## src/pkg/jfs_pkg.sv

```systemverilog
// constants and types for the link frame character and status register block
`default_nettype none
package jfs_pkg;
  // register map (byte addresses)
  localparam logic [11:0] ADDR_COMMA_SEL  = 12'h207; // frame_end_comma_select
  localparam logic [11:0] ADDR_STATUS     = 12'h208; // link_status_flags
  localparam logic [11:0] ADDR_CHAN_EN    = 12'h209; // channel_pair_enable
  localparam logic [11:0] ADDR_IRQ_MASK   = 12'h20C; // interrupt mask
  localparam logic [11:0] ADDR_LINK_CTRL  = 12'h20D; // serial_link_enable and coding mode
  // reset values
  localparam logic [7:0]  RST_COMMA_SEL   = 8'h00;
  localparam logic [7:0]  RST_CHAN_EN     = 8'h03;
  localparam logic [7:0]  RST_ZERO        = 8'h00;
  // status bit positions
  localparam int          BIT_LINK_UP     = 6;
  localparam int          BIT_SYNC_STAT   = 5;
  localparam int          BIT_REALIGNED   = 4;
  localparam int          BIT_MF_PHASE    = 3;
  localparam int          BIT_SPLL_LOCK   = 2;
  localparam int          BIT_CPLL_LOCK   = 0;
  // link control bit positions
  localparam int          BIT_LINK_EN     = 0;
  localparam int          BIT_CODE_8B10B  = 1;
  // comma select field
  localparam int          COMMA_SEL_W     = 2;
  localparam logic [7:0]  COMMA_SEL_MASK  = 8'h03;
  localparam logic [7:0]  CHAN_EN_MASK    = 8'h07;
  localparam logic [7:0]  LINK_CTRL_MASK  = 8'h03;
  localparam logic [7:0]  STICKY_MASK     = 8'h18;
  // 8B/10B control characters (data byte value with K flag)
  localparam logic [7:0]  K28_7           = 8'hFC;
  localparam logic [7:0]  K28_1           = 8'h3C;
  localparam logic [7:0]  K28_5           = 8'hBC;
  // comma select codes
  typedef enum logic [1:0]
  {
    COMMA_K28_7 = 2'b00,
    COMMA_K28_1 = 2'b01,
    COMMA_K28_5 = 2'b10,
    COMMA_RSVD  = 2'b11
  } jfs_comma_t;
endpackage
`default_nettype wire

```

## src/core/jfs_link_status_regs.sv

```systemverilog
// register bank: comma select, link status flags, channel enable, interrupts
`timescale 1ns/1ps
`default_nettype none
module jfs_link_status_regs
(
  input  wire logic        clock,
  input  wire logic        sys_rst,
  input  wire logic        clkEn,
  // register port
  input  wire logic [11:0] regAddr,
  input  wire logic [7:0]  regWdata,
  input  wire logic        regWr,
  input  wire logic        regRd,
  output logic [7:0]       regRdata_r,
  // live link state
  input  wire logic        linkUp,
  input  wire logic        syncReqN,
  input  wire logic        sysrefEvt,
  input  wire logic        sysrefPhaseShift,
  input  wire logic        serdesPllLock,
  input  wire logic        convPllLock,
  // frame byte stream
  input  wire logic        frameEnd,
  input  wire logic        substOk,
  input  wire logic [7:0]  txData,
  input  wire logic        txCtrl,
  output logic [7:0]       txDataOut_r,
  output logic             txCtrlOut_r,
  // control outputs
  output logic             serialLinkEnable,
  output logic [7:0]       channelPairEnable,
  output logic             irq
);
  // ----------------------------------------------------------------
  // address decode
  // ----------------------------------------------------------------
  // true when an access hits the given address
  function automatic logic hit(input logic [11:0] a, input logic [11:0] target);
    hit = (a == target);
  endfunction

  logic wrComma;  // write to comma select
  logic wrStatus; // write to status flags
  logic wrChan;   // write to channel enable
  logic wrMask;   // write to interrupt mask
  logic wrCtrl;   // write to link control
  assign wrComma  = regWr & hit(regAddr, jfs_pkg::ADDR_COMMA_SEL);
  assign wrStatus = regWr & hit(regAddr, jfs_pkg::ADDR_STATUS);
  assign wrChan   = regWr & hit(regAddr, jfs_pkg::ADDR_CHAN_EN);
  assign wrMask   = regWr & hit(regAddr, jfs_pkg::ADDR_IRQ_MASK);
  assign wrCtrl   = regWr & hit(regAddr, jfs_pkg::ADDR_LINK_CTRL);

  // ----------------------------------------------------------------
  // software registers
  // ----------------------------------------------------------------
  logic [7:0] commaSel_r; // frame_end_comma_select
  logic [7:0] chanEn_r;   // channel_pair_enable
  logic [7:0] irqMask_r;  // interrupt mask, status layout
  logic [7:0] linkCtrl_r; // link enable and coding mode

  // plain storage; reserved bits masked so they read zero, except the interrupt mask, which stores the whole byte
  always_ff @(posedge clock)
  begin
    if (sys_rst)
    begin
      commaSel_r <= jfs_pkg::RST_COMMA_SEL;
      chanEn_r   <= jfs_pkg::RST_CHAN_EN;
      irqMask_r  <= jfs_pkg::RST_ZERO;
      linkCtrl_r <= jfs_pkg::RST_ZERO;
    end
    else if (clkEn)
    begin
      // field held whole; change while enabled is not guarded in hardware
      if (wrComma)
        commaSel_r <= regWdata & jfs_pkg::COMMA_SEL_MASK;
      if (wrChan)
        chanEn_r <= regWdata & jfs_pkg::CHAN_EN_MASK;
      if (wrMask)
        irqMask_r <= regWdata;
      if (wrCtrl)
        linkCtrl_r <= regWdata & jfs_pkg::LINK_CTRL_MASK;
    end
  end

  logic mode8b10b; // link coded 8B/10B
  assign serialLinkEnable  = linkCtrl_r[jfs_pkg::BIT_LINK_EN];
  assign mode8b10b         = linkCtrl_r[jfs_pkg::BIT_CODE_8B10B];
  assign channelPairEnable = chanEn_r;

  // ----------------------------------------------------------------
  // alignment event detection
  // ----------------------------------------------------------------
  logic linkEnPrev_r;   // link enable one cycle ago
  logic armFirst_r;     // waiting for first SYSREF after enable
  logic armFirst_nxt;
  logic firstSysref;    // first SYSREF after enable
  assign firstSysref  = armFirst_r & sysrefEvt & serialLinkEnable;
  assign armFirst_nxt = (serialLinkEnable & ~linkEnPrev_r) | (armFirst_r & ~firstSysref & serialLinkEnable);

  // tracks the enable edge to re-arm first SYSREF detection
  always_ff @(posedge clock)
  begin
    if (sys_rst)
    begin
      linkEnPrev_r <= 1'b0;
      armFirst_r   <= 1'b0;
    end
    else if (clkEn)
    begin
      linkEnPrev_r <= serialLinkEnable;
      armFirst_r   <= armFirst_nxt;
    end
  end

  logic clrRealign; // write one clears realigned flag
  logic clrMfPhase; // write one clears phase set flag
  logic realignFlag;
  logic multiframePhaseSetFlag;
  assign clrRealign = wrStatus & regWdata[jfs_pkg::BIT_REALIGNED];
  assign clrMfPhase = wrStatus & regWdata[jfs_pkg::BIT_MF_PHASE];

  jfs_sticky_flag u_realign
  (
    .clock   (clock),
    .sys_rst (sys_rst),
    .clkEn   (clkEn),
    .setEvt  (sysrefEvt & sysrefPhaseShift),
    .clrReq  (clrRealign),
    .flag_r  (realignFlag)
  );

  jfs_sticky_flag u_mf_phase
  (
    .clock   (clock),
    .sys_rst (sys_rst),
    .clkEn   (clkEn),
    .setEvt  (firstSysref),
    .clrReq  (clrMfPhase),
    .flag_r  (multiframePhaseSetFlag)
  );

  // ----------------------------------------------------------------
  // status assembly
  // ----------------------------------------------------------------
  logic [7:0] statusWord; // live view of link_status_flags
  assign statusWord = {1'b0,
                       linkUp,
                       syncReqN,
                       realignFlag,
                       multiframePhaseSetFlag,
                       serdesPllLock,
                       1'b0,
                       convPllLock};

  // interrupt from sticky flags gated by mask
  assign irq = |(statusWord & irqMask_r & jfs_pkg::STICKY_MASK);

  // ----------------------------------------------------------------
  // read path
  // ----------------------------------------------------------------
  logic [7:0] rdMux; // selected read data, zero when unmapped
  assign rdMux = hit(regAddr, jfs_pkg::ADDR_COMMA_SEL) ? commaSel_r :
                 hit(regAddr, jfs_pkg::ADDR_STATUS)    ? statusWord :
                 hit(regAddr, jfs_pkg::ADDR_CHAN_EN)   ? chanEn_r :
                 hit(regAddr, jfs_pkg::ADDR_IRQ_MASK)  ? irqMask_r :
                 hit(regAddr, jfs_pkg::ADDR_LINK_CTRL) ? linkCtrl_r :
                 jfs_pkg::RST_ZERO;

  // read data registered one cycle after strobe, zero otherwise
  always_ff @(posedge clock)
  begin
    if (sys_rst)
      regRdata_r <= jfs_pkg::RST_ZERO;
    else if (clkEn)
      regRdata_r <= regRd ? rdMux : jfs_pkg::RST_ZERO;
  end

  // ----------------------------------------------------------------
  // frame character substitution
  // ----------------------------------------------------------------
  jfs_comma_inserter u_comma
  (
    .clock     (clock),
    .sys_rst   (sys_rst),
    .clkEn     (clkEn),
    .commaSel  (commaSel_r[jfs_pkg::COMMA_SEL_W-1:0]),
    .mode8b10b (mode8b10b),
    .frameEnd  (frameEnd),
    .substOk   (substOk),
    .dataIn    (txData),
    .ctrlIn    (txCtrl),
    .dataOut_r (txDataOut_r),
    .ctrlOut_r (txCtrlOut_r)
  );

  // ----------------------------------------------------------------
  // checks
  // ----------------------------------------------------------------
  a_link_up_read: assert property (@(posedge clock) disable iff (sys_rst)
    clkEn && regRd && hit(regAddr, jfs_pkg::ADDR_STATUS) |=> regRdata_r[jfs_pkg::BIT_LINK_UP] == $past(linkUp))
    else $error("link up bit wrong");
  a_sync_read: assert property (@(posedge clock) disable iff (sys_rst)
    clkEn && regRd && hit(regAddr, jfs_pkg::ADDR_STATUS) |=> regRdata_r[jfs_pkg::BIT_SYNC_STAT] == $past(syncReqN))
    else $error("sync status bit wrong");
  a_pll_reads: assert property (@(posedge clock) disable iff (sys_rst)
    clkEn && regRd && hit(regAddr, jfs_pkg::ADDR_STATUS) |=>
    regRdata_r[jfs_pkg::BIT_SPLL_LOCK] == $past(serdesPllLock) && regRdata_r[jfs_pkg::BIT_CPLL_LOCK] == $past(convPllLock))
    else $error("pll lock bits wrong");
  a_realign_sticky: assert property (@(posedge clock) disable iff (sys_rst)
    clkEn && realignFlag && !clrRealign |=> realignFlag)
    else $error("realigned flag dropped without clear");
  a_first_sysref: assert property (@(posedge clock) disable iff (sys_rst)
    clkEn && serialLinkEnable && !linkEnPrev_r ##1 clkEn && sysrefEvt && serialLinkEnable |=> multiframePhaseSetFlag)
    else $error("first sysref did not set phase flag");
  a_status_write_inert: assert property (@(posedge clock) disable iff (sys_rst)
    clkEn && wrStatus && !regWdata[jfs_pkg::BIT_MF_PHASE] && !firstSysref && multiframePhaseSetFlag
    |=> multiframePhaseSetFlag)
    else $error("status write without one altered flag");
  a_comma_reserved_zero: assert property (@(posedge clock) disable iff (sys_rst)
    commaSel_r[7:2] == 6'h00)
    else $error("comma select reserved bits nonzero");
  a_read_one_cycle: assert property (@(posedge clock) disable iff (sys_rst)
    clkEn && !regRd |=> regRdata_r == 8'h00)
    else $error("read data outside read slot");
  a_irq_level: assert property (@(posedge clock) disable iff (sys_rst)
    realignFlag && irqMask_r[jfs_pkg::BIT_REALIGNED] |-> irq)
    else $error("interrupt missing");

  // ----------------------------------------------------------------
  // register write checks
  // ----------------------------------------------------------------
  // comma write lands with the reserved bits cut to zero
  a_comma_write: assert property (@(posedge clock) disable iff (sys_rst)
    clkEn && wrComma |=> commaSel_r == ($past(regWdata) & jfs_pkg::COMMA_SEL_MASK))
    else $error("comma select write lost");
  // comma select keeps its value between writes
  a_comma_hold: assert property (@(posedge clock) disable iff (sys_rst)
    !(clkEn && wrComma) |=> commaSel_r == $past(commaSel_r))
    else $error("comma select changed without write");
  // channel enable keeps only its defined bits
  a_chan_write: assert property (@(posedge clock) disable iff (sys_rst)
    clkEn && wrChan |=> chanEn_r == ($past(regWdata) & jfs_pkg::CHAN_EN_MASK))
    else $error("channel enable write lost");
  // interrupt mask stores the whole byte
  a_mask_write: assert property (@(posedge clock) disable iff (sys_rst)
    clkEn && wrMask |=> irqMask_r == $past(regWdata))
    else $error("interrupt mask write lost");
  // link control keeps enable and coding mode only
  a_ctrl_write: assert property (@(posedge clock) disable iff (sys_rst)
    clkEn && wrCtrl |=> linkCtrl_r == ($past(regWdata) & jfs_pkg::LINK_CTRL_MASK))
    else $error("link control write lost");
  // nothing moves while the clock enable is low
  a_freeze_hold: assert property (@(posedge clock) disable iff (sys_rst)
    !clkEn |=> $stable(commaSel_r) && $stable(linkCtrl_r) && $stable(regRdata_r) &&
    $stable(realignFlag) && $stable(multiframePhaseSetFlag))
    else $error("state changed while clock enable low");

  // ----------------------------------------------------------------
  // flag and interrupt checks
  // ----------------------------------------------------------------
  // realigning sysref with clock enable high always sets the flag
  a_realign_set: assert property (@(posedge clock) disable iff (sys_rst)
    clkEn && sysrefEvt && sysrefPhaseShift |=> realignFlag)
    else $error("realigning sysref not flagged");
  // a written one clears the realigned flag when no event competes
  a_realign_clear: assert property (@(posedge clock) disable iff (sys_rst)
    clkEn && clrRealign && !(sysrefEvt && sysrefPhaseShift) |=> !realignFlag)
    else $error("realigned flag did not clear");
  // a written one clears the phase set flag when no event competes
  a_mf_clear: assert property (@(posedge clock) disable iff (sys_rst)
    clkEn && clrMfPhase && !firstSysref |=> !multiframePhaseSetFlag)
    else $error("phase set flag did not clear");
  // phase set flag cannot rise while the link is disabled
  a_mf_needs_enable: assert property (@(posedge clock) disable iff (sys_rst)
    clkEn && !serialLinkEnable && !multiframePhaseSetFlag |=> !multiframePhaseSetFlag)
    else $error("phase set flag rose with link disabled");
  // enable rising arms first sysref detection
  a_arm_on_enable: assert property (@(posedge clock) disable iff (sys_rst)
    clkEn && serialLinkEnable && !linkEnPrev_r |=> armFirst_r)
    else $error("enable edge did not arm detection");
  // a disabled link drops the arm
  a_disarm_off: assert property (@(posedge clock) disable iff (sys_rst)
    clkEn && !serialLinkEnable |=> !armFirst_r)
    else $error("detection armed with link disabled");
  // phase set flag raises the interrupt when enabled in the mask
  a_irq_mf: assert property (@(posedge clock) disable iff (sys_rst)
    multiframePhaseSetFlag && irqMask_r[jfs_pkg::BIT_MF_PHASE] |-> irq)
    else $error("phase set interrupt missing");
  // no enabled sticky bit means no interrupt
  a_irq_masked_off: assert property (@(posedge clock) disable iff (sys_rst)
    (irqMask_r & jfs_pkg::STICKY_MASK) == jfs_pkg::RST_ZERO |-> !irq)
    else $error("interrupt with all sticky bits masked");
  c_realign_clear: cover property (@(posedge clock) realignFlag ##1 clrRealign ##1 !realignFlag);
  c_first_align: cover property (@(posedge clock) firstSysref);
  c_irq_seen: cover property (@(posedge clock) irq);
endmodule
`default_nettype wire

```

## src/core/jfs_sticky_flag.sv

```systemverilog
// one sticky flag: hardware set wins over write-one clear
`timescale 1ns/1ps
`default_nettype none
module jfs_sticky_flag
(
  input  wire logic clock,
  input  wire logic sys_rst,
  input  wire logic clkEn,
  input  wire logic setEvt,
  input  wire logic clrReq,
  output logic      flag_r
);
  // ----------------------------------------------------------------
  // flag storage
  // ----------------------------------------------------------------
  logic flag_nxt; // next value, set beats clear
  assign flag_nxt = setEvt | (flag_r & ~clrReq);

  // clocked update, frozen while clock enable low
  always_ff @(posedge clock)
  begin
    if (sys_rst)
      flag_r <= 1'b0;
    else if (clkEn)
      flag_r <= flag_nxt;
  end

  a_set_wins: assert property (@(posedge clock) disable iff (sys_rst)
    clkEn && setEvt |=> flag_r)
    else $error("sticky flag lost a set");
  a_clear_works: assert property (@(posedge clock) disable iff (sys_rst)
    clkEn && clrReq && !setEvt |=> !flag_r)
    else $error("sticky flag did not clear");
endmodule
`default_nettype wire

```

## src/core/jfs_comma_inserter.sv

```systemverilog
// end-of-frame comma character substitution on the 8B/10B byte stream
`timescale 1ns/1ps
`default_nettype none
module jfs_comma_inserter
(
  input  wire logic       clock,
  input  wire logic       sys_rst,
  input  wire logic       clkEn,
  input  wire logic [1:0] commaSel,
  input  wire logic       mode8b10b,
  input  wire logic       frameEnd,
  input  wire logic       substOk,
  input  wire logic [7:0] dataIn,
  input  wire logic       ctrlIn,
  output logic [7:0]      dataOut_r,
  output logic            ctrlOut_r
);
  // ----------------------------------------------------------------
  // character choice
  // ----------------------------------------------------------------
  // maps comma select code to a control byte; reserved falls back to default
  function automatic logic [7:0] commaChar(input logic [1:0] sel);
    case (sel)
      jfs_pkg::COMMA_K28_1: commaChar = jfs_pkg::K28_1;
      jfs_pkg::COMMA_K28_5: commaChar = jfs_pkg::K28_5;
      default:              commaChar = jfs_pkg::K28_7;
    endcase
  endfunction

  logic [7:0] chosenChar; // selected comma character
  logic       doSubst;    // substitute this byte
  assign chosenChar = commaChar(commaSel);
  assign doSubst    = mode8b10b & frameEnd & substOk & ~ctrlIn;

  // registered byte output
  always_ff @(posedge clock)
  begin
    if (sys_rst)
    begin
      dataOut_r <= jfs_pkg::RST_ZERO;
      ctrlOut_r <= 1'b0;
    end
    else if (clkEn)
    begin
      dataOut_r <= doSubst ? chosenChar : dataIn;
      ctrlOut_r <= doSubst | ctrlIn;
    end
  end

  a_no_subst_64b: assert property (@(posedge clock) disable iff (sys_rst)
    clkEn && !mode8b10b |=> dataOut_r == $past(dataIn) && ctrlOut_r == $past(ctrlIn))
    else $error("substitution occurred outside 8B/10B mode");
  a_subst_char: assert property (@(posedge clock) disable iff (sys_rst)
    clkEn && doSubst && commaSel == jfs_pkg::COMMA_K28_5 |=> dataOut_r == jfs_pkg::K28_5 && ctrlOut_r)
    else $error("wrong comma character inserted");
  a_opportunistic: assert property (@(posedge clock) disable iff (sys_rst)
    clkEn && !substOk && !ctrlIn |=> !ctrlOut_r && dataOut_r == $past(dataIn))
    else $error("substitution without permission");
  c_subst_k28_7: cover property (@(posedge clock) clkEn && doSubst && commaSel == jfs_pkg::COMMA_K28_7);
endmodule
`default_nettype wire

```

## config.mk

```make
export PLATFORM = sky130hd
export DESIGN_NAME = jfs_link_status_regs
export DESIGN_NICKNAME = d
export VERILOG_FILES = /design/src/pkg/jfs_pkg.sv /design/src/core/jfs_link_status_regs.sv /design/src/core/jfs_sticky_flag.sv /design/src/core/jfs_comma_inserter.sv
export SDC_FILE = /design/constraint.sdc
export NUM_CORES = 1
export LEC_CHECK = 0
export BUFFER_PORTS_ARGS = -buffer_cell sky130_fd_sc_hd__buf_4
export CORE_MARGIN = 4
export CORE_UTILIZATION = 25
export DETAILED_ROUTE_END_ITERATION = 6
export HOLD_SLACK_MARGIN = 0.12
export SYNTH_ARGS = -nofsm -noshare
export SYNTH_HDL_FRONTEND = slang
export SYNTH_SLANG_ARGS = --single-unit
```

## constraint.sdc

```tcl
create_clock -name clock -period 1.7 [get_ports clock]
set_input_delay 0.34 -clock clock [delete_from_list [all_inputs] [get_ports clock]]
set_output_delay 0.34 -clock clock [all_outputs]
set_load 0.05 [all_outputs]
```

# Word-level counts from Yosys, hierarchy flattened
# Cells that the tools add are included.
# word_totals
output_inout_bits	27
reg_bits	36
in_bits	42
word_cells	59
# classes
n_eq_ne	7
n_mux	8
n_reduce_logical	5
n_bitwise	28
# ops
op	count
$eq 12x10->1 const B	5
$mux 8	6
$and 1x1->1	18
$pmux 8 s2	1
$reduce_and 2->1	4
$and 5x5->5	1
$not 1->1	5
$or 1x1->1	4
$eq 2x1->1 const B	1
$eq 2x2->1 const B	1
$mux 2	1
$reduce_or 2->1	1

# Logic depth before layout (Yosys ltp)
# logic_depth
ltp_word	7
depth_mapped	4
ltp_nobuf	4

# Modules after synthesis
# From an unflattened synthesis, not the netlist that was laid out.
# hier_totals
hier_cells	192
area_unflattened_um2	1749.2
# by_module_without_submodules
mod	seq_area_each_um2	area_per_inst_um2	n_inst	cells_each
jfs_link_status_regs	500.5	1260.0	1	138
jfs_comma_inserter	180.2	404.1	1	46
jfs_sticky_flag	20.0	42.5	2	4

# Worst setup path before layout
# OpenSTA, ideal clock, no wires.
# synth_path
path_kind	input -> register
startpoint	input port regAddr[5]
endpoint	register chanEn_r[1] (netlist: channelPairEnable[1])
arrival_ns	1.658
slack_ns	-0.078
setup_ns	0.121
stages	4
path_buffers	1
required_ns	1.579
path_cell_list	or4b_4 > or4b_1 > buf_2 > mux2i_1
# synth_via
elab_chain_cells	3
# synth_lines
element	line	text
start, declared	jfs_link_status_regs.sv:10	input wire logic [11:0] regAddr,
$eq 12x10->1	jfs_link_status_regs.sv:39	hit = (a == target);
$and 1x1->1	jfs_link_status_regs.sv:49	assign wrChan = regWr & hit(regAddr, jfs_pkg::ADDR_CHAN_EN);
$reduce_and 2->1 (no line)	n/a	
end signal, assigned	jfs_link_status_regs.sv:67	chanEn_r <= jfs_pkg::RST_CHAN_EN;
end signal, assigned	jfs_link_status_regs.sv:77	chanEn_r <= regWdata & jfs_pkg::CHAN_EN_MASK;
end, declared	jfs_link_status_regs.sv:57	logic [7:0] chanEn_r;
# No other way between the ends.
# A chain may end at the register's enable or synchronous reset.

# Final worst setup path
# layout_path
startpoint	input port regAddr[8]
endpoint	register regRdata_r[6]
# layout_via
elab_chain_cells	6
word_cells_on_any_way	9
classes_between	eq/ne: 4; mux: 5
# layout_lines
element	line	text
$eq 12x10->1	jfs_link_status_regs.sv:39	
$mux 8	jfs_link_status_regs.sv:165	hit(regAddr, jfs_pkg::ADDR_IRQ_MASK) ? irqMask_r :
$mux 8	jfs_link_status_regs.sv:164	hit(regAddr, jfs_pkg::ADDR_CHAN_EN) ? chanEn_r :
$mux 8	jfs_link_status_regs.sv:163	hit(regAddr, jfs_pkg::ADDR_STATUS) ? statusWord :
$mux 8 *	jfs_link_status_regs.sv:162	assign rdMux = hit(regAddr, jfs_pkg::ADDR_COMMA_SEL) ? commaSel_r :
$mux 8 *	jfs_link_status_regs.sv:175	regRdata_r <= regRd ? rdMux : jfs_pkg::RST_ZERO;
end signal, assigned	jfs_link_status_regs.sv:173	regRdata_r <= jfs_pkg::RST_ZERO;
end signal, assigned	jfs_link_status_regs.sv:175	
end, declared	jfs_link_status_regs.sv:14	output logic [7:0] regRdata_r,
# Every way passes the cells marked *; elsewhere a longest branch is shown, timed or not.

==> impl_metrics.ini <==
[drt]
viasPerCell = 4.380
ant_nets = 0
dr.pass1.iters = 4
wl_per_cell_um = 12.69
drt_wl_total_um = 4582
route.detailed.drc = 0
drt_iter0_drc = 54
vias = 1581

[setup_path]
start_kind = primary input
timing.reg2reg.setup_slack_ns = 0.49
worstPathMaxFanout = 5
end_kind = flop
path_class = primary input to flop
rr_startpoint = linkCtrl_r[0]
path_cells = buf_4 -> or4b_4 -> or4b_1 -> o21ai_0
worst_path_max_delay_cell = or4b_1
r2r_cells = 3
crit_required_ns = 1.90
cp_data_arrival_time_ns = 1.85
timing.rr.end = regRdata_r[0]
slowest_delay_ns = 0.63

[hold_path]
min-delay-path-class = primary input to flop
worstHoldEndpoint = u_realign.flag_r
hold_start = regWdata[4]
hold_depth = 2

[yosys]
netlist_area_mm2 = 0.001762
synth_warnings = 0
synth_area_per_cell_um2 = 9.272
ys.flop_type = dfxtp_1
async_flop_share_pct = 0
ys_top_cells_by_area = dfxtp_1 (41%), mux2i_1 (12%), nand2b_1 (9.2%)
yosys.area.top_type = dfxtp_1
synth-edff-count = 0
ys_types = 38
ys_seq_area_share_pct = 40.91
ys_top_cells_by_count = dfxtp_1 (36), nand2b_1 (26), mux2i_1 (21)
syn_inst = 190
ys_ff_latch = 36
synth_top_area_share_pct = 40.91
yosysMostFrequentCell = dfxtp_1

[global_routing]
grt_usage_pct = 10.67
grt_overflow_total = 0
grt_max_degree = 29
grt_antenna_before_repair = 0
grt_pass1_wl_um = 7217
grt_pass1_vias = 1515

[floorplan]
core_area_mm2 = 0.006832
rows = 30
die_w_um = 91.95
die_h_um = 91.95
start_util_pct = 25.79
die_area_mm2 = 0.008454
ios = 69

[placement]
hpwl_um = 3682
dpl.cell_count = 354
portBuffers = 63
dpl_worst_slack_ns = -0.2426
place_congestion = 0.7490

[power_and_ir_drop]
peakVddDrop_mv = 0.2311
power.density_mw_per_mm2 = 693.3
cellLeakagePower_nw = 1.063

[clocking]
ctsHoldBuffers = 0
postCtsSetupBuffers = 0
clkTransAtPathRegs_ns = 0.07
cts_resized = 0
cts_tree = yes
clock_sinks = 36
cts_buffers = 5
h-tree-depth = 2
clockRootBuffer = clkbuf_8
cts_buffer_depth = 2
clk_latency_ns = 0.28

[sta]
fmax_mhz = 608.1
slew_viol_final = 0
layout_min_cycle_time_ns = 1.644
hold_slack_ns = 0.2625
fin_skew_ns = 0.003631
min_period_over_period_pct = 96.73
setup_viol = 0
hold_violations = 0
setup_ws_ns = 0.05558
rsz0062_at_grt = false

[final_layout]
diodes = 0
utilization_pct = 36.47
area_growth_syn_to_layout_pct = 41.41
drive_gt1_share_pct = 34.34
stdcell_count = 361
final_nets = 308

[outcome]
status = finished, final reports clean

[flow_run]
cap_violations = 0
-- power by group --
group	internal, W	switching, W
combinational	0.000137	0.000162
clock	0.000278	0.000283
sequential	0.000859	0.00000812
total	0.00127	0.000453
-- cell families after synthesis --
logic type	count (synthesis)	share of synthesized area (%)
buffers and inverters	16	4.545
AOI/OAI and AO/OA	28	10.87
and+or+nand+nor	85	28.91
muxes	23	13.85
other	1	0.2129
DFF	36	40.91
adders and majority gates	1	0.7101
-- worst max path at each step --
stage / from / endpoint / slack (ns) / cells after the start
finish: regAddr[8] / regRdata_r[6] / 0.06 / 4
floorplan: regAddr[7] / channelPairEnable[1] / -0.08 / 4
global placement: regAddr[8] / channelPairEnable[1] / -0.24 / 4
detailed placement: regAddr[8] / channelPairEnable[2] / -0.24 / 4
CTS: regAddr[8] / channelPairEnable[2] / 0.06 / 4
global route: regAddr[7] / u_mf_phase.flag_r / 0.01 / 6
-- per-layer routing --
layer | global-route usage (%) | up-vias | share of wire (%) | routed length [um]
met2 | 18.13 | 35 | 50 | 2272
li1 | - | 819 | - | -
met5 | 0 | - | 0 | 0
met4 | 3.713 | 0 | 1.0 | 46
met1 | 12.95 | 725 | 45 | 2069
met3 | 2.871 | 2 | 4.2 | 194
-- layout by cell type (no fill, tap or decap), drive strengths merged, types with 3 or more instances in the layout --
master and instances:
o21ai 7, nor2b 5, or4b 3, nand2b 26
dfxtp 36, conb 5, a21oi 3, mux2i 21
buf 79, nand2 14, nor2 17, nand4b 3
a211oi 5, nand3 5, a22oi 3, clkbuf 6
a311oi 4, nor4 3
-- critical path: cells and delay by family --
family	cells	cell delay, ns
AOI/OAI and AO/OA	1	0.20
and+or+nand+nor	2	1.19
buffers and inverters	1	0.11
-- final cells by class --
cell class / count / area (um^2)
clock buffer: 6 / 72.57
inverter: 1 / 3.754
fill: 745 / 4340
sequential: 36 / 720.7
tap: 96 / 120.1
timing repair buffer: 79 / 593.1
clock inverter: 1 / 5.005
multi-input combinational: 142 / 975.9
-- flip-flops by register name, indices dropped and copies added, names as in the netlist, 2 cells and up --
signal / cells
irqMask_r: 8
regRdata_r: 8
u_comma.dataOut_r: 8
channelPairEnable: 3
commaSel_r: 2
linkCtrl_r: 2
-- per-stage QoR --
stage	setup TNS, ns	total power [W]	area (um^2)
3_3_place_gp	-2.870	0.001185	2414
6_report	0	0.001727	2491
5_1_grt	0	0.001816	2491
2_1_floorplan	-0.6594	0.001054	1777
3_5_place_dp	-3.080	0.001187	2414
4_1_cts	0	0.001760	2491
(Power assumes the default switching activity.)
